<file path="src/verilog/vpic_regs.svh">
`ifndef VPIC_REGS_SVH
`define VPIC_REGS_SVH

// Register byte offsets
`define VPIC_OFF_CTL1       12'h000
`define VPIC_OFF_TEST       12'h004
`define VPIC_OFF_FLAGS      12'h008
`define VPIC_OFF_ENABLE     12'h00C
`define VPIC_OFF_IRQ_STAT   12'h010
`define VPIC_OFF_IRQ_MASK   12'h014
`define VPIC_OFF_PRIO_BASE  12'h040

// Priority register layout
`define VPIC_PRIO_LSB       4
`define VPIC_PRIO_RST       3'h4
`define VPIC_PRIO_OFF       3'h0

// Test register layout
`define VPIC_TEST_UNACK     15
`define VPIC_TEST_VSEL      13
`define VPIC_TEST_LVL_LSB   8

// Control register one layout
`define VPIC_CTL1_NESTING_DISABLE    15

// Levels and vectors
`define VPIC_LVL_USER_MAX   4'h7
`define VPIC_LVL_TIMED_INTERRUPT_DISABLE_MAX   4'h6
`define VPIC_LVL_TRAP_BASE  4'h8
`define VPIC_VEC_USER_BASE  7'h08
`define VPIC_SRL_LVL_LSB    1

// Block interrupt status bits
`define VPIC_EVT_ACK        0
`define VPIC_EVT_TRAP       1
`define VPIC_EVT_TIMED_INTERRUPT_DISABLE_END   2

`endif

</file>
<file path="src/verilog/vpic_pkg.sv">
package vpic_pkg;

  typedef struct packed {
    logic        psel;
    logic        penable;
    logic        pwrite;
    logic [11:0] paddr;
    logic [31:0] pwdata;
  } vpic_apb_req_s;

  typedef struct packed {
    logic        pready;
    logic        pslverr;
    logic [31:0] prdata;
  } vpic_apb_rsp_s;

  typedef struct packed {
    logic        ack;
    logic        ret;
    logic        srl_wr;
    logic [7:0]  srl_data;
    logic        timed_interrupt_disable_start;
    logic [13:0] timed_interrupt_disable_count;
  } vpic_cpu_cmd_s;

  typedef struct packed {
    logic       req;
    logic [3:0] lvl;
    logic [6:0] vec;
  } vpic_cpu_irq_s;

endpackage : vpic_pkg

</file>
<file path="src/verilog/vpic_ctrl.sv">
`timescale 1ns/100ps
`default_nettype none
`include "vpic_regs.svh"

// Summary of operation
// - Three-bit priority per source; 7 highest, 1 lowest, 0 disables the source.
// - Source priority sits at bits 6:4; all other bits read zero.
// - Every source priority resets to level 4.
// - Deliver only when source level exceeds the CPU level; others wait.
// - Test bit 15 shows a request held off by an equal or higher CPU level.
// - Test bit 13 selects pending or last acknowledged vector for readback.
// - Test bits 6:0 give the vector number, 0 to 118.
// - Test bits 11:8 give the current CPU priority level.
// - Control-one bit 15 set forbids nesting of user interrupts.
// - A source requests only while its enable bit is set.
// - Source flags stay set until software clears them; request persists.
// - Return from interrupt restores the previous CPU level.
// - Trap flags stay set until software clears them.
// - Status byte level 7 masks all user interrupts; restore unmasks.
// - Traps sit at levels 8 to 11; status byte and timed disable never mask them, but an equal or higher CPU level holds them.
// - Timed disable blocks levels 1 to 6 only, for a set period.
module vpic_ctrl
  import vpic_pkg::*;
#(
  parameter int NSRC  = 16,
  parameter int NTRAP = 4,
  parameter int DEPTH = 8
) (
  // Clock and reset
  input  wire logic          clk,
  input  wire logic          rst,
  // Register bus
  input  wire vpic_apb_req_s apb_req,
  output var  vpic_apb_rsp_s apb_rsp,
  // Event sources
  input  wire logic [NSRC-1:0]  src_evt,
  input  wire logic [NTRAP-1:0] trap_evt,
  // Processor side
  input  wire vpic_cpu_cmd_s cpu_cmd,
  output var  vpic_cpu_irq_s cpu_irq,
  output var  logic [3:0]    cpu_level,
  // Block interrupt
  output var  logic          irq_o
);

  localparam int SPW = $clog2(DEPTH + 1);
  localparam int SIW = (NSRC > 1) ? $clog2(NSRC) : 1;

  typedef struct packed {
    logic [NSRC-1:0][2:0]  prio;
    logic [NSRC-1:0]       flag;
    logic [NSRC-1:0]       en;
    logic [NTRAP-1:0]      trap;
    logic                  nesting_disable;
    logic                  vsel;
    logic [3:0]            cpu_lvl;
    logic [DEPTH-1:0][3:0] stk;
    logic [SPW-1:0]        sp;
    logic [13:0]           timed_interrupt_disable;
    logic [6:0]            last_vec;
    logic [2:0]            ist;
    logic [2:0]            imask;
    logic                  irq_out;
    logic                  unack;
    vpic_cpu_irq_s         irq;
    vpic_apb_rsp_s         rsp;
  } vpic_state_s;

  vpic_state_s st_r;
  vpic_state_s st_nxt;

  logic [3:0]  best_lvl;
  logic [6:0]  best_vec;
  logic        best_user;
  logic        deliver;
  logic        setup;
  logic        access;
  logic        hit;
  logic [15:0] rword;
  logic [2:0]  evt;

  function automatic logic in_prio(input logic [11:0] a);
    return a >= `VPIC_OFF_PRIO_BASE &&
           a < `VPIC_OFF_PRIO_BASE + 12'(4 * NSRC) && a[1:0] == 2'b00;
  endfunction : in_prio

  function automatic logic [SIW-1:0] prio_idx(input logic [11:0] a);
    logic [11:0] d;
    d = a - `VPIC_OFF_PRIO_BASE;
    return d[SIW+1:2];
  endfunction : prio_idx

  function automatic logic mapped(input logic [11:0] a);
    case (a)
      `VPIC_OFF_CTL1, `VPIC_OFF_TEST, `VPIC_OFF_FLAGS, `VPIC_OFF_ENABLE,
      `VPIC_OFF_IRQ_STAT, `VPIC_OFF_IRQ_MASK: return 1'b1;
      default: return in_prio(a);
    endcase
  endfunction : mapped

  always_comb begin
    st_nxt    = st_r;
    best_lvl  = 4'h0;
    best_vec  = 7'h00;
    best_user = 1'b0;
    evt       = 3'b000;
    rword     = 16'h0000;

    // Traps always compete, whatever the CPU level or timed disable
    for (int t = 0; t < NTRAP; t++) begin
      if (st_r.trap[t] && (`VPIC_LVL_TRAP_BASE + 4'(t)) > best_lvl) begin
        best_lvl = `VPIC_LVL_TRAP_BASE + 4'(t);
        best_vec = 7'(t);
      end
    end
    // Ascending scan with strict compare keeps the lowest vector on a tie
    for (int i = 0; i < NSRC; i++) begin
      if (st_r.flag[i] && st_r.en[i] && st_r.prio[i] != `VPIC_PRIO_OFF &&
          !(st_r.timed_interrupt_disable != 14'h0000 &&
            {1'b0, st_r.prio[i]} <= `VPIC_LVL_TIMED_INTERRUPT_DISABLE_MAX) &&
          {1'b0, st_r.prio[i]} > best_lvl) begin
        best_lvl  = {1'b0, st_r.prio[i]};
        best_vec  = `VPIC_VEC_USER_BASE + 7'(i);
        best_user = 1'b1;
      end
    end

    deliver = best_lvl > st_r.cpu_lvl &&
              !(best_user && st_r.nesting_disable && st_r.sp != '0);
    st_nxt.irq.req = deliver;
    st_nxt.irq.lvl = best_lvl;
    st_nxt.irq.vec = best_vec;
    st_nxt.unack   = best_lvl != 4'h0 && best_lvl <= st_r.cpu_lvl;

    // Processor commands act on what the processor was shown
    if (cpu_cmd.ack && st_r.irq.req) begin
      if (st_r.sp != SPW'(DEPTH)) begin
        st_nxt.stk[st_r.sp] = st_r.cpu_lvl;
        st_nxt.sp           = st_r.sp + SPW'(1);
      end
      st_nxt.cpu_lvl  = st_r.irq.lvl;
      st_nxt.last_vec = st_r.irq.vec;
      evt[`VPIC_EVT_ACK] = 1'b1;
    end else if (cpu_cmd.ret && st_r.sp != '0) begin
      st_nxt.cpu_lvl = st_r.stk[st_r.sp - SPW'(1)];
      st_nxt.sp      = st_r.sp - SPW'(1);
    end else if (cpu_cmd.srl_wr && st_r.cpu_lvl < `VPIC_LVL_TRAP_BASE) begin
      // Status byte writes never lower a trap level
      st_nxt.cpu_lvl = {1'b0, cpu_cmd.srl_data[`VPIC_SRL_LVL_LSB +: 3]};
    end

    // Timed disable countdown
    if (cpu_cmd.timed_interrupt_disable_start) begin
      st_nxt.timed_interrupt_disable = cpu_cmd.timed_interrupt_disable_count;
    end else if (st_r.timed_interrupt_disable != 14'h0000) begin
      st_nxt.timed_interrupt_disable = st_r.timed_interrupt_disable - 14'h0001;
      if (st_r.timed_interrupt_disable == 14'h0001) begin
        evt[`VPIC_EVT_TIMED_INTERRUPT_DISABLE_END] = 1'b1;
      end
    end

    // Bus: no wait state; ready and read data come from flops loaded in the setup cycle
    setup  = apb_req.psel && !apb_req.penable;
    access = apb_req.psel && apb_req.penable && st_r.rsp.pready;
    hit    = mapped(apb_req.paddr);
    case (apb_req.paddr)
      `VPIC_OFF_CTL1:     rword = 16'({st_r.nesting_disable, 15'(st_r.trap)});
      `VPIC_OFF_TEST:     rword = {st_r.unack, 1'b0, st_r.vsel, 1'b0, st_r.cpu_lvl,
                                   1'b0, st_r.vsel ? st_r.irq.vec : st_r.last_vec};
      `VPIC_OFF_FLAGS:    rword = 16'(st_r.flag);
      `VPIC_OFF_ENABLE:   rword = 16'(st_r.en);
      `VPIC_OFF_IRQ_STAT: rword = 16'(st_r.ist);
      `VPIC_OFF_IRQ_MASK: rword = 16'(st_r.imask);
      default: begin
        if (in_prio(apb_req.paddr)) begin
          rword = 16'({st_r.prio[prio_idx(apb_req.paddr)], 4'h0});
        end
      end
    endcase
    st_nxt.rsp.pready  = setup;
    st_nxt.rsp.pslverr = setup && !hit;
    st_nxt.rsp.prdata  = setup ? {16'h0000, rword} : 32'h0000_0000;

    if (access && apb_req.pwrite && hit) begin
      case (apb_req.paddr)
        `VPIC_OFF_CTL1: begin
          st_nxt.nesting_disable = apb_req.pwdata[`VPIC_CTL1_NESTING_DISABLE];
          st_nxt.trap   = st_r.trap & ~apb_req.pwdata[NTRAP-1:0];
        end
        `VPIC_OFF_TEST:     st_nxt.vsel  = apb_req.pwdata[`VPIC_TEST_VSEL];
        `VPIC_OFF_FLAGS:    st_nxt.flag  = st_r.flag & ~apb_req.pwdata[NSRC-1:0];
        `VPIC_OFF_ENABLE:   st_nxt.en    = apb_req.pwdata[NSRC-1:0];
        `VPIC_OFF_IRQ_MASK: st_nxt.imask = apb_req.pwdata[2:0];
        `VPIC_OFF_IRQ_STAT: ;
        default: begin
          st_nxt.prio[prio_idx(apb_req.paddr)] = apb_req.pwdata[`VPIC_PRIO_LSB +: 3];
        end
      endcase
    end
    if (access && !apb_req.pwrite && apb_req.paddr == `VPIC_OFF_IRQ_STAT) begin
      st_nxt.ist = 3'b000;
    end

    // Hardware sets come last so they win over a clear in the same cycle
    st_nxt.flag = st_nxt.flag | src_evt;
    st_nxt.trap = st_nxt.trap | trap_evt;
    evt[`VPIC_EVT_TRAP] = |trap_evt;
    st_nxt.ist     = st_nxt.ist | evt;
    st_nxt.irq_out = |(st_nxt.ist & st_nxt.imask);
  end

  always_ff @(posedge clk) begin
    if (rst) begin
      st_r      <= '0;
      st_r.prio <= {NSRC{`VPIC_PRIO_RST}};
    end else begin
      st_r <= st_nxt;
    end
  end

  assign apb_rsp   = st_r.rsp;
  assign cpu_irq   = st_r.irq;
  assign cpu_level = st_r.cpu_lvl;
  assign irq_o     = st_r.irq_out;

endmodule : vpic_ctrl
`default_nettype wire

</file>
<file path="config.mk">
export PLATFORM = sky130hd
export DESIGN_NAME = vpic_ctrl
export DESIGN_NICKNAME = d
export VERILOG_FILES = /design/src/verilog/vpic_pkg.sv /design/src/verilog/vpic_ctrl.sv
export VERILOG_INCLUDE_DIRS = /design/src /design/src/verilog
export SDC_FILE = /design/constraint.sdc
export NUM_CORES = 1
export LEC_CHECK = 0
export ABC_AREA = 0
export BUFFER_PORTS_ARGS = -buffer_cell sky130_fd_sc_hd__buf_2
export CAP_MARGIN = 20
export CELL_PAD_IN_SITES_DETAIL_PLACEMENT = 2
export CELL_PAD_IN_SITES_GLOBAL_PLACEMENT = 2
export CORE_ASPECT_RATIO = 1.5
export CORE_UTILIZATION = 30
export CTS_CLUSTER_SIZE = 16
export DETAILED_ROUTE_END_ITERATION = 8
export PLACE_DENSITY = 0.68
export SYNTH_ARGS = -nofsm -noshare
export SYNTH_HDL_FRONTEND = slang
export SYNTH_SLANG_ARGS = --single-unit
</file>
<file path="constraint.sdc">
create_clock -name clk -period 33.6 [get_ports clk]
set_clock_uncertainty 0.2 [all_clocks]
set_input_delay 3.36 -clock clk [delete_from_list [all_inputs] [get_ports clk]]
set_output_delay 3.36 -clock clk [all_outputs]
set_load 0.05 [all_outputs]
</file>
# Word-level counts from Yosys, hierarchy flattened
# Cells that the tools add are included.
# classes
n_addsub	4
magnitude_cmp	45
eq_ne	8
n_mux	89
n_bitwise	10
reduce_logical	158
# ops
operator	count
two-way mux 4 bit	28
logical AND 1 bit	102
case mux 16 bit (6 select lines)	1
two-way mux 5 bit	19
greater-than comparator 3 x 4 -> 1 bit	16
nonzero test 3 bit	17
bitwise mux 48 bit	1
less-or-equal comparator 3 bit, second input constant	16
two-way mux 38 bit	1
bitwise mux 32 bit	1
two-way mux 16 bit	2
two-way mux 14 bit	2
== test 12 x 4 -> 1 bit, second input constant	2
== test 12 x 5 -> 1 bit, second input constant	2
two-way mux 1 bit	23
zero test 1 bit	20
OR reduction 19 bit	1
bitwise AND 16 bit	1
NOT 16 bit	1
OR 16 bit	1
two-way mux 3 bit	5
== test 14 x 1 -> 1 bit, second input constant	1
two-way mux 7 bit	2
nonzero test 14 bit	1
35 further kinds	48
# word_totals
ff_bits	201
inputBits	95
out_inout_bits	51

# Logic depth before layout (Yosys ltp)
# logic_depth
word_depth	62
mapped_depth	128
depth_no_buf	124

# Worst setup path after synthesis
# No wires, ideal clock.
# synth_path
path_kind	register to register
startpoint	reg st_r[61] in the netlist's numbering
endpoint	reg st_r[46] in the netlist's numbering
setup_time_ns	0.077
arrival_time_ns	23.700
slack_ns	9.624
path_stages_with_launch	118
period_less_slack_ns	23.976
path_cell_list	dfxtp_1 -> inv_1 -> ha_1 -> or3b_2 -> buf_2 -> or4_4 -> buf_2 -> a221oi_1 -> a21oi_1 -> inv_1 -> ha_1 -> a311oi_1 -> o2111ai_1 -> and2_1 -> ha_1 -> nor2b_1 -> o21a_1 -> o2111ai_1 -> (+82 left out) -> ha_1 -> nor2b_1 -> o21a_1 -> o221ai_1 -> inv_1 -> nor2_1 -> nand2_1 -> nor2_1 -> nand2_1 -> o211ai_1 -> ha_1 -> nor2b_1 -> o21ai_0 -> nand2b_1 -> a21oi_1 -> a41o_1 -> nand2_1 -> a41oi_2
# synth_between
elab_chain_cells	53
# synth_lines
item	line_no	source
from (decl)	vpic_ctrl.sv:69	vpic_state_s st_r;
from (signal assigned)	vpic_ctrl.sv:217	st_r <= st_nxt;
nonzero test 14 bit (*)	vpic_ctrl.sv:119	!(st_r.timed_interrupt_disable != 14'h0000 &&
logical AND 1 bit (no source line)	-	
zero test 1 bit	vpic_ctrl.sv:119	
logical AND 1 bit (2 in a row)	vpic_ctrl.sv:118	if (st_r.flag[i] && st_r.en[i] && st_r.prio[i] != `VPIC_PRIO_OFF &&
two-way mux 4 bit	vpic_ctrl.sv:118	
greater-than comparator 3 x 4 -> 1 bit	vpic_ctrl.sv:121	{1'b0, st_r.prio[i]} > best_lvl) begin
logical AND 1 bit	vpic_ctrl.sv:118	
two-way mux 4 bit	vpic_ctrl.sv:118	
(+36 left out)	-	
greater-than comparator 3 x 4 -> 1 bit	vpic_ctrl.sv:121	
logical AND 1 bit	vpic_ctrl.sv:118	
two-way mux 4 bit	vpic_ctrl.sv:118	
greater-than comparator 3 x 4 -> 1 bit	vpic_ctrl.sv:121	
logical AND 1 bit	vpic_ctrl.sv:118	
two-way mux 4 bit (*)	vpic_ctrl.sv:118	
less-or-equal comparator 4 bit / nonzero test 4 bit (equally long branches)	vpic_ctrl.sv:133	st_nxt.unack = best_lvl != 4'h0 && best_lvl <= st_r.cpu_lvl;
logical AND 1 bit (*)	vpic_ctrl.sv:133	
# Mark *: on every way between the ends. The rest lies on a longest branch, timed or not.
# A chain may end at the register's enable or synchronous reset.

# Worst setup path after layout
# Ends and elaborated chain as after synthesis.

==> flow_summary_export.csv <==
group,metric,value,unit
power_and_ir_drop,power_density,43.9,nW/um^2
logic_synthesis,synthDistinctLibCells,78,
cts,clockBufferDepth,2,
critical_path,cpMaxStageDelayCell,"or4_4",
timing,max_slew_margin,0.203,
critical_path,worstSetupPathType,"flip-flop to flip-flop",
grt,grt_use_met2,0.445,
die,core,35900,um^2
die,rows,85,
grt,antenna_found_initial,0,
critical_path,arrival,30310,ps
die,io_pins,146,
detailed_routing,drtAntennaViolNets,0,
worst_hold_path,hold_start,"st_r[57]",
grt,grt_pass1_vias,11000,
detailed_routing,wl,42.5,mm
detailed_routing,wl_per_cell,22.7,um
power_and_ir_drop,p_leak,4.58,nW
detailed_routing,vias,10300,
grt,grt_max_degree,61,
timing,slew_violations,0,
cells_and_area,final_util,0.338,
die,die_h,236,um
cts,clk_pin_slew_worst_paths,70,ps
power_and_ir_drop,vdd_drop_max,0.0372,mV
die,die_area,37300,um^2
worst_hold_path,worstHoldPathType,"flip-flop to flip-flop",
cts,cts_max_level,4,
placed_design,dp_hpwl,32.4,mm
logic_synthesis,synth_top_area_share,0.330,
logic_synthesis,synth-seq-cells,181,
logic_synthesis,yosys-top-cells-area,"dfxtp_1, ha_1, nor2_1",
timing,rsz0062_at_grt,"false",
logic_synthesis,syn_inst,1346,
detailed_routing,drt_iter0_markers,564,
cts,cts-hold-fix-buffers,0,
logic_synthesis,synth_area_per_cell,8.15,um^2
grt,grt_use_met3,0.0277,
die,die_w,158,um
worst_hold_path,holdPathStages,2,
timing,fin_crit,30140,ps
critical_path,setup.worst_path.end_class,"flip-flop",
critical_path,r2r_start,"st_r[61]",
placed_design,place.gp.congestion,0.875,
timing,finalSetupViolations,0,
logic_synthesis,synth_area,11000,um^2
logic_synthesis,yosysSeqAreaShare,0.330,
grt,track_usage,0.233,
timing,fmaxAchievable,33.2,MHz
cells_and_area,area_delta_synth_final,10.7,%
grt,grt_first_pass_wirelength,64.9,mm
cts,cts_resized,0,
cts,numClockSinks,181,
placed_design,port_buffers,106,
cts,tritoncts,"done",
logic_synthesis,async_flop_share,0,
cells_and_area,fin_nets,1527,
cells_and_area,drive_gt1_frac,0.150,
cells_and_area,diodes,0,
grt,grt.overflow.total,0,
detailed_routing,viasPerCell,5.50,
cells_and_area,most-common-layout-cells,"dfxtp_1, nor2_1, nand2_1, a21oi_1, buf_2",
cts,tritoncts.num_buffers,17,
timing,post-route-period-util,0.897,
detailed_routing,drc,0,
logic_synthesis,synth-edff-count,0,
cts,root_buffer,"clkbuf_16",
die,initial_core_util,0.305,
critical_path,r2r_cells,109,
critical_path,cp_data_required_time,33770,ps
critical_path,cp-startpoint,"st_r[61]",
cts,clk_latency,460,ps
timing,worst_pin_slew,1190,ps
critical_path,cp_slowest_stage_delay,820,ps
critical_path,critPathMaxFanout,30,
critical_path,crit_path_start_kind,"flip-flop",
timing,tns,0,ps
grt,busiest_layer,"met2",
cells_and_area,mostFrequentLayoutCell,"dfxtp_1",
flow_run,maxCapViolCount,0,
grt,grtUsageMet1,0.246,
logic_synthesis,synth_ff_type,"dfxtp_1",
status,status,"finished, final reports clean",
logic_synthesis,yosysWarningCount,0,
critical_path,path_common_cell,"ha_1",
logic_synthesis,synth.largest_area_cell,"dfxtp_1",
timing,final-hold-violation-count,0,
detailed_routing,dr.pass1.iters,5,
cts,cts_post_setup_buffers_inserted,0,
==> logic make-up (layout without fill, tap and decap cells) <==
logic type / count (synthesis) / count (layout) / synth area share
simple gates: 495 / 495 / 0.203
compound gates: 333 / 333 / 0.204
flops: 181 / 181 / 0.330
buf+inv: 177 / 203 / 0.0784
mux: 89 / 89 / 0.109
fa+ha+maj: 56 / 56 / 0.0639
xor+xnor: 14 / 14 / 0.0112
other cells: 1 / 18 / 0.000342
==> sequential cells by signal, indices dropped and copies added (netlist names) <==
| name | count |
|---|---|
| st_r | 148 |
| apb_rsp | 18 |
| cpu_irq | 10 |
| cpu_level | 4 |
| irq_o | 1 |
==> cells in the mapped netlist (all sizes together) (5+ instances only) <==
cell type / number
a221oi: 7
xnor2: 6
a31oi: 9
nand3b: 6
dfxtp: 181
ha: 56
o211ai: 10
xor2: 8
nand2: 158
and2: 13
o311ai: 15
mux2i: 53
inv: 54
nor2: 176
o21a: 11
buf: 59
nor4: 12
or2: 9
a311o: 6
a21oi: 117
a21o: 5
a311oi: 10
clkbuf: 63
nor2b: 16
nand2b: 8
and3: 11
o21ai: 54
a211oi: 11
mux2: 13
o22ai: 5
or4: 5
nand3: 39
mux4: 23
nor3: 29
a22oi: 24
==> per-stage QoR <==
stage	cell area (um^2)	std cells	power (mW)	worst slack [ps]	hold WS [ps]
finish	12100	1867	0.533	3460	265
global route	12100	1867	0.556	1230	285
CTS	12100	1867	0.539	3390	270
detailed placement	11600	1835	0.343	3620	260
global placement	11600	1835	0.339	4470	241
floorplan	11000	1363	0.309	9620	233
==> layout make-up <==
cell class,instances,area [um^2]
fillers,4219,23800
clock inverters,11,95.1
flip-flops and latches,181,3620
inverters,55,206
clock buffers,21,450
well taps,478,598
multi-input cells,1005,6560
repair buffers,116,608
==> worst max-delay path: cells and delay by family (launching register included) <==
family	cells	cell delay, ps
DFF	1	330
buffers and inverters	6	600
muxes	3	1170
AOI/OAI and AO/OA	51	15990
adders and majority gates	17	4960
and+or+nand+nor	32	6790
==> routing by layer <==
metal	share of wire	wire length, um
met5	0	0
met4	0.038	1630
met3	0.022	936
met2	0.55	23200
met1	0.39	16700
==> report_power, final <==
group	switching (mW)	internal [mW]	leakage, nW	total [mW]
clock network	0.0968	0.0986	0.262	0.195
logic	0.0697	0.0337	2.84	0.103
registers	0.0116	0.222	1.47	0.234
total	0.178	0.354	4.58	0.533
==> path summary, 6_finish.rpt <==
path	endpoint	slack (ps)
max	st_r[46]	3460
max reg2reg	st_r[46]	3460
min reg2reg	st_r[57]	260
min	st_r[57]	260
Power figures use the tool's default switching activity.
